File: config.mk
export PLATFORM = sky130hd
export DESIGN_NAME = homing_sequencer
export DESIGN_NICKNAME = d
export VERILOG_FILES = /design/src/logic/homing_pkg.sv /design/src/logic/homing_sequencer.sv
export SDC_FILE = /design/constraint.sdc
export NUM_CORES = 1
export LEC_CHECK = 0
export BUFFER_PORTS_ARGS = -buffer_cell sky130_fd_sc_hd__buf_2
export CORE_MARGIN = 4
export CORE_UTILIZATION = 60
export CTS_CLUSTER_DIAMETER = 120
export DETAILED_ROUTE_END_ITERATION = 8
export PLACE_DENSITY = 0.8
export REMOVE_ABC_BUFFERS = 1
export SLEW_MARGIN = 0
export SYNTH_ARGS = -nofsm -noshare
export SYNTH_HDL_FRONTEND = slang
export SYNTH_SLANG_ARGS = --single-unit
File: constraint.sdc
create_clock -name core_clk -period 8.64 [get_ports core_clk]
set_clock_uncertainty 0.05 [all_clocks]
set_input_delay 0.432 -clock core_clk [delete_from_list [all_inputs] [get_ports core_clk]]
set_output_delay 0.432 -clock core_clk [all_outputs]
set_load 0.01 [all_outputs]
File: src/logic/homing_pkg.sv
// Constants and types shared by the homing sequencer.
// Assumes a 125 MHz core clock and a word-indexed register port.
package homing_pkg;
   // ************************************************
   // Register indices on the plain register port
   // ************************************************
   localparam logic [3:0] MODE_IDX = 4'h0;
   localparam logic [3:0] DIR_IDX = 4'h1;
   localparam logic [3:0] COORD_IDX = 4'h2;
   localparam logic [3:0] OFFSET_IDX = 4'h3;
   localparam logic [3:0] CAM_SPEED_IDX = 4'h4;
   localparam logic [3:0] CAM_MAX_IDX = 4'h5;
   localparam logic [3:0] ZM_SPEED_IDX = 4'h6;
   localparam logic [3:0] ZM_MAX_IDX = 4'h7;
   localparam logic [3:0] RP_SPEED_IDX = 4'h8;
   localparam logic [3:0] CTRL_IDX = 4'h9;
   localparam logic [3:0] STATUS_IDX = 4'hA;

   // ************************************************
   // Widths, field positions and reset values
   // ************************************************
   localparam int SPEED_W = 26;
   localparam int DIST_W = 31;
   localparam int CTRL_DONE_EN_BIT = 0;
   localparam logic [2:0] MODE_RST = 3'h1;
   localparam logic DIR_RST = 1'b0;
   localparam logic [31:0] COORD_RST = 32'h0000_0000;
   localparam logic [31:0] OFFSET_RST = 32'h0000_0000;
   localparam logic [SPEED_W-1:0] CAM_SPEED_RST = 26'h000_1388;
   localparam logic [SPEED_W-1:0] ZM_SPEED_RST = 26'h000_012C;
   localparam logic [SPEED_W-1:0] RP_SPEED_RST = 26'h000_012C;
   localparam logic [DIST_W-1:0] CAM_MAX_RST = 31'h7FFF_FC17;
   localparam logic [DIST_W-1:0] ZM_MAX_RST = 31'h0000_4E20;

   // ************************************************
   // Homing method codes and direction encoding
   // ************************************************
   localparam logic [2:0] MODE_REF_EDGE = 3'h0;
   localparam logic [2:0] MODE_CAM_ZERO = 3'h1;
   localparam logic [2:0] MODE_ZERO_ONLY = 3'h2;
   localparam logic [2:0] MODE_CCW_CAM = 3'h3;
   localparam logic [2:0] MODE_CW_CAM = 3'h4;
   localparam logic DIR_CW = 1'b0;
   localparam logic DIR_CCW = 1'b1;

   // ************************************************
   // Types
   // ************************************************
   typedef enum logic [6:0] {
      IDLE = 7'h01,
      CAM_SEARCH = 7'h02,
      CAM_STOP = 7'h04,
      ZM_SEARCH = 7'h08,
      RP_MOVE = 7'h10,
      DONE = 7'h20,
      FAULT = 7'h40
   } state_type;

   typedef struct packed {
      logic enable;
      logic dir_ccw;
      logic max_decel;
      logic [SPEED_W-1:0] speed;
   } motion_cmd_type;
endpackage

File: src/logic/homing_sequencer.sv
// Homing sequencer for an incremental-encoder axis: zero-mark-only and
// counter-clockwise limit-cam methods, driving motion phases and done.
// Assumes the drive reports position and standstill synchronous to core_clk,
// and a register master that never needs a wait state.
//
// Notes on behaviour
// - A rising edge on the start request begins a homing run.
// - Start request dropping while homing stops the run at once.
// - Reaching the reference coordinate raises done, if done output enabled.
// - Zero-mark-only mode runs at zero-mark speed in configured direction.
// - Direction 0 is clockwise/positive, 1 counter-clockwise; resets to 0.
// - First zero mark starts the move toward offset at reference speed.
// - Reference coordinate is a signed 32-bit position, reset 0.
// - Reference offset is a signed 32-bit length, reset 0.
// - Cam search speed register, reset 5000.
// - Zero-mark search speed register, reset 300.
// - Reference point search speed register, reset 300.
// - Cam search travel is bounded by the cam maximum distance.
// - Zero-mark search travel is bounded by the zero-mark maximum distance.
// - Limit-cam mode first runs counter-clockwise at cam speed.
// - Falling ccw limit stops the axis with maximum deceleration.
// - After standstill run clockwise at zero-mark speed seeking zero mark.
// - Limit inputs do not stop travel while homing; restored afterwards.
// - Mode register selects one of five methods, reset 1; only codes 2 and 3 run, the rest fault.
//
// Added by the designer: the register addresses and strobed register access.
`timescale 1ns/100ps
`default_nettype none

module homing_sequencer (
   input wire logic core_clk,
   input wire logic reset_n,
   input wire logic [3:0] reg_addr,
   input wire logic [31:0] reg_wdata,
   input wire logic reg_wr,
   input wire logic reg_rd,
   output logic [31:0] reg_rdata,
   input wire logic start_homing_request,
   input wire logic ccw_limit_input,
   input wire logic cw_limit_input,
   input wire logic zero_mark_pulse,
   input wire logic signed [31:0] axis_position,
   input wire logic axis_standstill,
   output homing_pkg::motion_cmd_type motion_cmd,
   output logic homing_done_output,
   output logic homing_error,
   output logic homing_busy,
   output logic cw_limit_stop,
   output logic ccw_limit_stop
);

   // ************************************************
   // Helper functions
   // ************************************************
   // Travel since a phase began, compared against its allowance
   function automatic logic over_distance(input logic signed [31:0] pos,
                                          input logic signed [31:0] start,
                                          input logic [homing_pkg::DIST_W-1:0] lim);
      logic signed [32:0] diff;
      logic [32:0] mag;
      diff = 33'(pos) - 33'(start);
      mag = diff[32] ? 33'(-diff) : 33'(diff);
      return mag > {2'b00, lim};
   endfunction

   // Target reached in the travel direction
   function automatic logic reached(input logic signed [31:0] pos,
                                    input logic signed [31:0] tgt,
                                    input logic ccw);
      return ccw ? (pos <= tgt) : (pos >= tgt);
   endfunction

   // ************************************************
   // Configuration registers
   // ************************************************
   logic [2:0] mode_reg;
   logic dir_reg;
   logic signed [31:0] coord_reg;
   logic signed [31:0] offset_reg;
   logic [homing_pkg::SPEED_W-1:0] cam_speed_reg, zm_speed_reg, rp_speed_reg;
   logic [homing_pkg::DIST_W-1:0] cam_max_reg, zm_max_reg;
   logic done_en_reg;

   homing_pkg::state_type state_reg, state_next;
   logic req_prev_reg, ccw_prev_reg, armed_reg;
   logic signed [31:0] start_pos_reg, target_reg;
   logic target_ccw_reg;

   // Write decode
   wire wr_mode = reg_wr && (reg_addr == homing_pkg::MODE_IDX);
   wire wr_dir = reg_wr && (reg_addr == homing_pkg::DIR_IDX);
   wire wr_coord = reg_wr && (reg_addr == homing_pkg::COORD_IDX);
   wire wr_offset = reg_wr && (reg_addr == homing_pkg::OFFSET_IDX);
   wire wr_cam_speed = reg_wr && (reg_addr == homing_pkg::CAM_SPEED_IDX);
   wire wr_cam_max = reg_wr && (reg_addr == homing_pkg::CAM_MAX_IDX);
   wire wr_zm_speed = reg_wr && (reg_addr == homing_pkg::ZM_SPEED_IDX);
   wire wr_zm_max = reg_wr && (reg_addr == homing_pkg::ZM_MAX_IDX);
   wire wr_rp_speed = reg_wr && (reg_addr == homing_pkg::RP_SPEED_IDX);
   wire wr_ctrl = reg_wr && (reg_addr == homing_pkg::CTRL_IDX);

   // Register writes; values outside documented ranges are stored as given
   always_ff @(posedge core_clk) begin
      if (!reset_n) begin
         mode_reg <= homing_pkg::MODE_RST;
         dir_reg <= homing_pkg::DIR_RST;
         coord_reg <= homing_pkg::COORD_RST;
         offset_reg <= homing_pkg::OFFSET_RST;
         cam_speed_reg <= homing_pkg::CAM_SPEED_RST;
         zm_speed_reg <= homing_pkg::ZM_SPEED_RST;
         rp_speed_reg <= homing_pkg::RP_SPEED_RST;
         cam_max_reg <= homing_pkg::CAM_MAX_RST;
         zm_max_reg <= homing_pkg::ZM_MAX_RST;
         done_en_reg <= 1'b1;
      end else begin
         if (wr_mode) mode_reg <= reg_wdata[2:0];
         if (wr_dir) dir_reg <= reg_wdata[0];
         if (wr_coord) coord_reg <= reg_wdata;
         if (wr_offset) offset_reg <= reg_wdata;
         if (wr_cam_speed) cam_speed_reg <= reg_wdata[homing_pkg::SPEED_W-1:0];
         if (wr_cam_max) cam_max_reg <= reg_wdata[homing_pkg::DIST_W-1:0];
         if (wr_zm_speed) zm_speed_reg <= reg_wdata[homing_pkg::SPEED_W-1:0];
         if (wr_zm_max) zm_max_reg <= reg_wdata[homing_pkg::DIST_W-1:0];
         if (wr_rp_speed) rp_speed_reg <= reg_wdata[homing_pkg::SPEED_W-1:0];
         if (wr_ctrl) done_en_reg <= reg_wdata[homing_pkg::CTRL_DONE_EN_BIT];
      end
   end

   // Read mux; unmapped indices read zero
   logic [31:0] rd_mux;
   always_comb begin
      case (reg_addr)
         homing_pkg::MODE_IDX: rd_mux = {29'h0, mode_reg};
         homing_pkg::DIR_IDX: rd_mux = {31'h0, dir_reg};
         homing_pkg::COORD_IDX: rd_mux = coord_reg;
         homing_pkg::OFFSET_IDX: rd_mux = offset_reg;
         homing_pkg::CAM_SPEED_IDX: rd_mux = {6'h0, cam_speed_reg};
         homing_pkg::CAM_MAX_IDX: rd_mux = {1'b0, cam_max_reg};
         homing_pkg::ZM_SPEED_IDX: rd_mux = {6'h0, zm_speed_reg};
         homing_pkg::ZM_MAX_IDX: rd_mux = {1'b0, zm_max_reg};
         homing_pkg::RP_SPEED_IDX: rd_mux = {6'h0, rp_speed_reg};
         homing_pkg::CTRL_IDX: rd_mux = {31'h0, done_en_reg};
         homing_pkg::STATUS_IDX: rd_mux = {23'h0, state_reg, homing_error, homing_done_output};
         default: rd_mux = 32'h0000_0000;
      endcase
   end

   // Read data stands only in the cycle after the strobe
   always_ff @(posedge core_clk) begin
      if (!reset_n) reg_rdata <= 32'h0000_0000;
      else reg_rdata <= reg_rd ? rd_mux : 32'h0000_0000;
   end

   // ************************************************
   // Sequencer decode
   // ************************************************
   wire req_rise = start_homing_request && !req_prev_reg;
   wire ccw_fall = ccw_prev_reg && !ccw_limit_input;
   wire active = (state_reg != homing_pkg::IDLE) && (state_reg != homing_pkg::DONE)
                 && (state_reg != homing_pkg::FAULT);
   wire mode_ok = (mode_reg == homing_pkg::MODE_ZERO_ONLY)
                  || (mode_reg == homing_pkg::MODE_CCW_CAM);
   wire zm_seen = zero_mark_pulse && armed_reg;
   wire signed [31:0] zm_target = axis_position + offset_reg;
   wire rp_ccw = zm_target < axis_position;
   wire cam_over = over_distance(axis_position, start_pos_reg, cam_max_reg);
   wire zm_over = over_distance(axis_position, start_pos_reg, zm_max_reg);
   wire at_coord = reached(axis_position, target_reg, target_ccw_reg);

   // Next state; request low ends any run, including done and fault
   always_comb begin
      state_next = state_reg;
      case (state_reg)
         homing_pkg::IDLE: begin
            if (req_rise && !mode_ok) state_next = homing_pkg::FAULT;
            else if (req_rise && mode_reg == homing_pkg::MODE_CCW_CAM)
               state_next = homing_pkg::CAM_SEARCH;
            else if (req_rise) state_next = homing_pkg::ZM_SEARCH;
         end
         homing_pkg::CAM_SEARCH: begin
            if (ccw_fall) state_next = homing_pkg::CAM_STOP;
            else if (cam_over) state_next = homing_pkg::FAULT;
         end
         homing_pkg::CAM_STOP:
            if (axis_standstill) state_next = homing_pkg::ZM_SEARCH;
         homing_pkg::ZM_SEARCH: begin
            if (zm_seen) state_next = homing_pkg::RP_MOVE;
            else if (zm_over) state_next = homing_pkg::FAULT;
         end
         homing_pkg::RP_MOVE:
            if (at_coord) state_next = homing_pkg::DONE;
         homing_pkg::DONE: state_next = homing_pkg::DONE;
         homing_pkg::FAULT: state_next = homing_pkg::FAULT;
         default: state_next = homing_pkg::IDLE;
      endcase
      if (!start_homing_request) state_next = homing_pkg::IDLE;
   end

   // Next motion command for the state being entered
   homing_pkg::motion_cmd_type cmd_next;
   logic zm_dir;
   always_comb begin
      zm_dir = (mode_reg == homing_pkg::MODE_CCW_CAM) ? homing_pkg::DIR_CW : dir_reg;
      cmd_next = '0;
      case (state_next)
         homing_pkg::CAM_SEARCH: cmd_next = {1'b1, homing_pkg::DIR_CCW, 1'b0, cam_speed_reg};
         homing_pkg::CAM_STOP: cmd_next = {1'b0, homing_pkg::DIR_CCW, 1'b1,
                                           {homing_pkg::SPEED_W{1'b0}}};
         homing_pkg::ZM_SEARCH: cmd_next = {1'b1, zm_dir, 1'b0, zm_speed_reg};
         homing_pkg::RP_MOVE: cmd_next = {1'b1, (state_reg == homing_pkg::RP_MOVE) ?
                                          target_ccw_reg : rp_ccw, 1'b0, rp_speed_reg};
         default: cmd_next = {1'b0, 1'b0, !start_homing_request && active,
                              {homing_pkg::SPEED_W{1'b0}}};
      endcase
   end

   // ************************************************
   // Sequencer state and outputs
   // ************************************************
   // Phase start position latched on entry so distance checks see true travel
   always_ff @(posedge core_clk) begin
      if (!reset_n) begin
         state_reg <= homing_pkg::IDLE;
         req_prev_reg <= 1'b0;
         ccw_prev_reg <= 1'b1;
         start_pos_reg <= 32'h0000_0000;
      end else begin
         state_reg <= state_next;
         req_prev_reg <= start_homing_request;
         ccw_prev_reg <= ccw_limit_input;
         if (state_next != state_reg) start_pos_reg <= axis_position;
      end
   end

   // In limit-cam mode zero marks count only once the ccw limit has come back high
   always_ff @(posedge core_clk) begin
      if (!reset_n) armed_reg <= 1'b0;
      else if (state_next == homing_pkg::ZM_SEARCH && state_reg != homing_pkg::ZM_SEARCH)
         armed_reg <= (mode_reg != homing_pkg::MODE_CCW_CAM) || ccw_limit_input;
      else if (ccw_limit_input) armed_reg <= 1'b1;
   end

   // Target is zero-mark position plus offset; the coordinate is what it means
   always_ff @(posedge core_clk) begin
      if (!reset_n) begin
         target_reg <= 32'h0000_0000;
         target_ccw_reg <= 1'b0;
      end else if (state_reg == homing_pkg::ZM_SEARCH && zm_seen) begin
         target_reg <= zm_target;
         target_ccw_reg <= rp_ccw;
      end
   end

   // Registered outputs
   always_ff @(posedge core_clk) begin
      if (!reset_n) begin
         motion_cmd <= '0;
         homing_done_output <= 1'b0;
         homing_error <= 1'b0;
         homing_busy <= 1'b0;
         cw_limit_stop <= 1'b0;
         ccw_limit_stop <= 1'b0;
      end else begin
         motion_cmd <= cmd_next;
         homing_done_output <= (state_next == homing_pkg::DONE) && done_en_reg;
         homing_error <= state_next == homing_pkg::FAULT;
         homing_busy <= state_next != homing_pkg::IDLE;
         cw_limit_stop <= !cw_limit_input && state_next == homing_pkg::IDLE;
         ccw_limit_stop <= !ccw_limit_input && state_next == homing_pkg::IDLE;
      end
   end
endmodule // homing_sequencer

`default_nettype wire

Yosys cells after proc, flatten, opt, wreduce, memory -nomap -nowiden
Cells that the tools add are included.
{"block": "word_totals", "register_bits": 350, "in_bits": 77, "out_inout_bits": 66, "word_cells": 120}
{"block": "op_classes", "add_sub_neg": 3, "n_lt_le_gt_ge": 5, "n_eq_ne": 33, "n_mux": 19, "n_reduce_logical": 33}
{"cell": "$pmux W32 S11", "n": 1}
{"cell": "$pmux W29 S4", "n": 1}
{"cell": "$mux W7", "n": 10}
{"cell": "$gt A33 B31 Y1", "n": 2}
{"cell": "$pmux W7 S7", "n": 1}
{"cell": "$mux W33", "n": 1}
{"cell": "$neg A33 Y33", "n": 1}
{"cell": "$sub A32 B32 Y33", "n": 1}
{"cell": "$add A32 B32 Y32", "n": 1}
{"cell": "$ge A32 B32 Y1", "n": 1}
{"cell": "$le A32 B32 Y1", "n": 1}
{"cell": "$lt A32 B32 Y1", "n": 1}
{"cell": "$logic_and A1 B1 Y1", "n": 23}
{"cell": "$eq A4 B3 Y1 const B", "n": 4}
{"cell": "$eq A7 B1 Y1 const B", "n": 2}
{"cell": "$eq A7 B2 Y1 const B", "n": 2}
{"cell": "$eq A7 B3 Y1 const B", "n": 2}
{"cell": "$eq A7 B4 Y1 const B", "n": 2}
{"cell": "$eq A7 B5 Y1 const B", "n": 2}
{"cell": "$eq A7 B6 Y1 const B", "n": 2}
{"cell": "$eq A7 B7 Y1 const B", "n": 2}
{"cell": "$ne A7 B1 Y1 const B", "n": 2}
{"cell": "$eq A4 B4 Y1 const B", "n": 3}
{"cell": "$eq A4 B2 Y1 const B", "n": 2}
{"cell": "other kinds (13)", "n": 23}

Logic depth before layout (Yosys ltp)
{"block": "depth", "word_depth": 11, "depth_mapped": 30, "ltp_nobuf": 27}

Worst setup path after synthesis
Ideal clock, no wire load.
{"block": "synth_timing", "kind": "in2reg", "startpoint": "in axis_position[0]", "endpoint": "reg motion_cmd[12] in the netlist's numbering", "setup_time_ns": 0.066, "t_arrival_ns": 6.294, "required_time_ns": 8.524, "path_slack_ns": 2.230, "stages": 30, "path_cell_list": "inv_1 > ha_1 > fa_1 > nor2b_1 > o21a_1 > o211ai_1 > a21boi_1 > nor2_1 > a311o_1 > a31oi_1 > clkbuf_1 > clkbuf_1 > nor2_1 > xnor2_1 > ha_1 > a21o_1 > a21o_1 > a211oi_1 > o21ai_0 > a221o_1 > a2111oi_0 > o31ai_1 > a22o_1 > a31oi_1 > a31o_2 > and2_1 > buf_6 > clkbuf_1 > a22oi_1 > a21oi_2"}
{"block": "synth_between", "elab_chain_len": 10}
{"element": "from (decl)", "line_no": "homing_sequencer.sv:42", "source": "input wire logic signed [31:0] axis_position,"}
{"element": "$sub A32 B32 Y33", "line_no": "homing_sequencer.sv:61", "source": "diff = 33'(pos) - 33'(start);"}
{"element": "$neg A33 Y33", "line_no": "homing_sequencer.sv:62", "source": "mag = diff[32] ? 33'(-diff) : 33'(diff);"}
{"element": "$mux W33", "line_no": "homing_sequencer.sv:62"}
{"element": "$gt A33 B31 Y1", "line_no": "homing_sequencer.sv:63", "source": "return mag > {2'b00, lim};"}
{"element": "$mux W7 (on tied branches)", "line_no": "homing_sequencer.sv:187, homing_sequencer.sv:181"}
{"element": "$mux W7 (on tied branches)", "line_no": "homing_sequencer.sv:186, homing_sequencer.sv:180"}
{"element": "$pmux W7 S7 *", "line_no": "homing_sequencer.sv:172", "source": "case (state_reg)"}
{"element": "$mux W7 *", "line_no": "homing_sequencer.sv:195", "source": "if (!start_homing_request) state_next = homing_pkg::IDLE;"}
{"element": "$eq A7 B5 Y1 (tied with other cells)", "line_no": "homing_sequencer.sv:204", "source": "case (state_next)"}
{"element": "$pmux W29 S4 *", "line_no": "homing_sequencer.sv:204"}
{"element": "to (signal assigned)", "line_no": "homing_sequencer.sv:263", "source": "motion_cmd <= cmd_next;"}
{"element": "to (decl)", "line_no": "homing_sequencer.sv:44", "source": "output homing_pkg::motion_cmd_type motion_cmd,"}
Every way passes the cells marked *; elsewhere a longest branch is shown, timed or not.
A chain may end at the register's enable or synchronous reset.

Worst setup path in the final report
{"block": "layout_timing", "startpoint": "reg start_pos_reg[0]", "endpoint": "reg motion_cmd[2] in the netlist's numbering"}
{"block": "layout_between", "elab_chain_len": 10}
{"element": "from (decl)", "line_no": "homing_sequencer.sv:86", "source": "logic signed [31:0] start_pos_reg, target_reg;"}
{"element": "from (signal assigned)", "line_no": "homing_sequencer.sv:230", "source": "if (state_next != state_reg) start_pos_reg <= axis_position;"}
{"element": "$sub A32 B32 Y33 *", "line_no": "homing_sequencer.sv:61"}
{"element": "$neg A33 Y33", "line_no": "homing_sequencer.sv:62"}
{"element": "$mux W33 *", "line_no": "homing_sequencer.sv:62"}
{"element": "$gt A33 B31 Y1", "line_no": "homing_sequencer.sv:63"}
{"element": "$mux W7 (on tied branches)", "line_no": "homing_sequencer.sv:187, homing_sequencer.sv:181"}
{"element": "$mux W7 (on tied branches)", "line_no": "homing_sequencer.sv:186, homing_sequencer.sv:180"}
{"element": "$pmux W7 S7 *", "line_no": "homing_sequencer.sv:172"}
{"element": "$mux W7 *", "line_no": "homing_sequencer.sv:195"}
{"element": "$eq A7 B5 Y1 (tied with other cells)", "line_no": "homing_sequencer.sv:204"}
{"element": "$pmux W29 S4 *", "line_no": "homing_sequencer.sv:204"}
Marks and branches as above.

==> impl_metrics.ini <==
[status]
status = completed

[yosys]
async_reset_ff_share_pct = 0
syn_inst = 2732
seq_area_frac_synth_pct = 33.2
dominantRegCellSynth = dfxtp_1
yosys_register_bits = 350
syn_area_per_cell_um2 = 7.73
ys_top_cells_by_area = dfxtp_1 33%, ha_1 11%, nand2_1 11%
synth_top_area_share_pct = 33.2
synth_edf_count = 0
ys_warn_count = 0
synth_area_mm2 = 0.0211
netlist_top_cells_count = 599 x nand2_1, 350 x dfxtp_1, 314 x a21oi_1
yosysUniqueCellTypes = 86
synth_area_leader_cell = dfxtp_1
synth_most_common_cell = nand2_1

[sta]
tightest_slew_ps = 1270
fin_crit_ps = 7100
setup_viol = 0
fin_crit_sh_pct = 82.2
final-hold-violation-count = 0
final_max_slew_viol_count = 0
max_freq_mhz = 141
rsz0062_at_grt = no
relSlewSlack_pct = 15.2
setup_tns_ps = 0

[place]
io_buffers = 142
gp_congestion = 0.966
hpwl_mm = 48.0

[worst_setup_path]
rr_worst_depth = 26
crit_slowest_cell = a31oi_1
critPathMaxFanout = 25
r2r_slack_ps = 1540
r2r_start = start_pos_reg[0]
path_class = flop to flop
startpoint_type = flop
path_delay_family = compound AO/OA/AOI/OAI gates
critPathArrivalTime_ps = 7510
endpoint = motion_cmd[2]
path_buf_inv = 1
critPathLaunch = start_pos_reg[0]
worst-path-stages = 26
max_stage_delay_ps = 680
worstSetupEndpointType = flop
r2r-end = motion_cmd[2]
required_ps = 9050

[global_route]
grt_pass1_vias = 19700
grt_max_degree = 122
grt_pass1_wl_mm = 106
antenna_found_initial = 3
grt_use_total_pct = 33.8
overflow = 0

[clock_tree]
clock_latency_ps = 550
cts_max_path_buffers = 3
cts_max_level = 2
ctsResizeCount = 0
cts-root-buf = clkbuf_16
numCtsBuffers = 37
cts_tree = built
path_clk_slew_ps = 60
cts.sinks = 350

[power_and_ir_drop]
ir_drop_v = 0.000156
internal_power_mw = 3.12
clockPowerShare_pct = 39.6
p_seq_share_pct = 37.2
p_per_area_mw_per_mm2 = 192
combPwrFrac_pct = 23.2
leakage_nw = 9.57
p_sw_mw = 1.36
power.share.switching_pct = 30.4

[final_layout]
fillers = 2905
nNetsFinal = 3057
drive_above_1_share_pct = 10.1
final_util_pct = 67.6
syn_to_final_growth_pct = 10.9

[route]
post-route-drc-count = 0
first_pass_iters = 7
wl_per_cell_um = 20.7
antenna_left = 0
drt_iter0_drc = 2303
wl_mm = 67.6
vias_per_cell = 6.33
num_vias = 20700

[floorplanning]
num_rows = 68
die_w_um = 196
chipHeight_um = 196
dieArea_mm2 = 0.0382
core_area_mm2 = 0.0346
io_pins = 143
start_util_pct = 61.0

[job]
maxCapViolations = 0

[worst_hold_path]
hold_path_class = primary input to flop
## worst min-delay path by stage
stage                               start        endpoint  slack (ps)  depth (start not counted)
after floorplan             coord_reg[11]   coord_reg[11]         390                          2
after global placement      coord_reg[11]   coord_reg[11]         390                          2
after detailed placement   target_reg[22]  target_reg[22]         400                          2
after CTS                 ccw_limit_input    ccw_prev_reg          70                          3
after global routing        reg_wdata[31]  offset_reg[31]         100                          3
final                     ccw_limit_input    ccw_prev_reg          90                          3
## timing repair
item                      CTS  global route
buffers inserted            0             0
hold buffers                1             0
hold endpoints to repair    1             0
## per-stage QoR
stage / setup WS [ps] / std cells / cell area [µm²] / hold WS (ps) / power (mW)
floorplan: 749 / 2580 / 20500 / 386 / 2.42
global placement: 1450 / 3205 / 22000 / 392 / 2.70
detailed placement: 1290 / 3205 / 22000 / 397 / 2.72
CTS: 1590 / 3273 / 23400 / 70.7 / 4.47
global route: 1080 / 3274 / 23400 / 105 / 4.68
finish: 1540 / 3274 / 23400 / 90.2 / 4.49
## placed cells by master (no fill, tap or decap), types with 27 or more instances in the layout
master / instances
o21ai_0: 64
mux2i_1: 40
buf_4: 29
nor2b_1: 27
a22oi_1: 86
nor3_1: 38
nand2_1: 599
nand3_1: 56
clkbuf_16: 37
ha_1: 188
dfxtp_1: 350
o211ai_1: 46
xnor2_1: 39
xor2_1: 31
a21oi_1: 314
a21o_1: 60
nand4_1: 31
inv_1: 184
nor2_1: 78
buf_2: 141
a31oi_1: 35
## tightest hold or removal path: cells and delay by family
| kind | cells | cell delay (ps) |
|---|---|---|
| buf+inv | 2 | 140 |
| simple gates | 1 | 70 |
## cell families after synthesis
logic type	Yosys count	synth area share, %
AO/OA/AOI/OAI	789	24.2
flip-flops	350	33.2
buffers and inverters	337	6.24
adder cells (fa/ha/maj)	190	11.3
XOR/XNOR	71	2.98
multiplexers	42	2.00
AND/OR/NAND/NOR	953	20.0
## routing by layer
layer	track usage [%]	vias up	wire, µm
li1	-	9755	-
met3	8.13	174	7720
met4	11.8	4	2180
met5	0	-	24
met2	53.8	1062	30600
met1	45.2	9725	27100
## power by group through the flow
stage                     logic [mW]  clock network (mW)  registers, mW
final                           1.04                1.78           1.67
after global routing            1.16                1.85           1.67
after CTS                       1.02                1.78           1.67
after detailed placement        1.01                   0           1.71
after global placement         0.993                   0           1.70
after floorplan                0.723                   0           1.70
## cell type report
class / instances / area, µm² / area share (%)
Tap cell: 455 / 569 / 2.43
Sequential cell: 350 / 7010 / 29.9
Inverter: 185 / 699 / 2.99
Timing Repair Buffer: 171 / 933 / 3.99
Multi-Input combinational cell: 2045 / 12800 / 54.8
Antenna cell: 1 / 2.50 / 0.0107
Clock inverter: 13 / 258 / 1.10
Clock buffer: 54 / 1110 / 4.74
(Power assumes the default switching activity.)
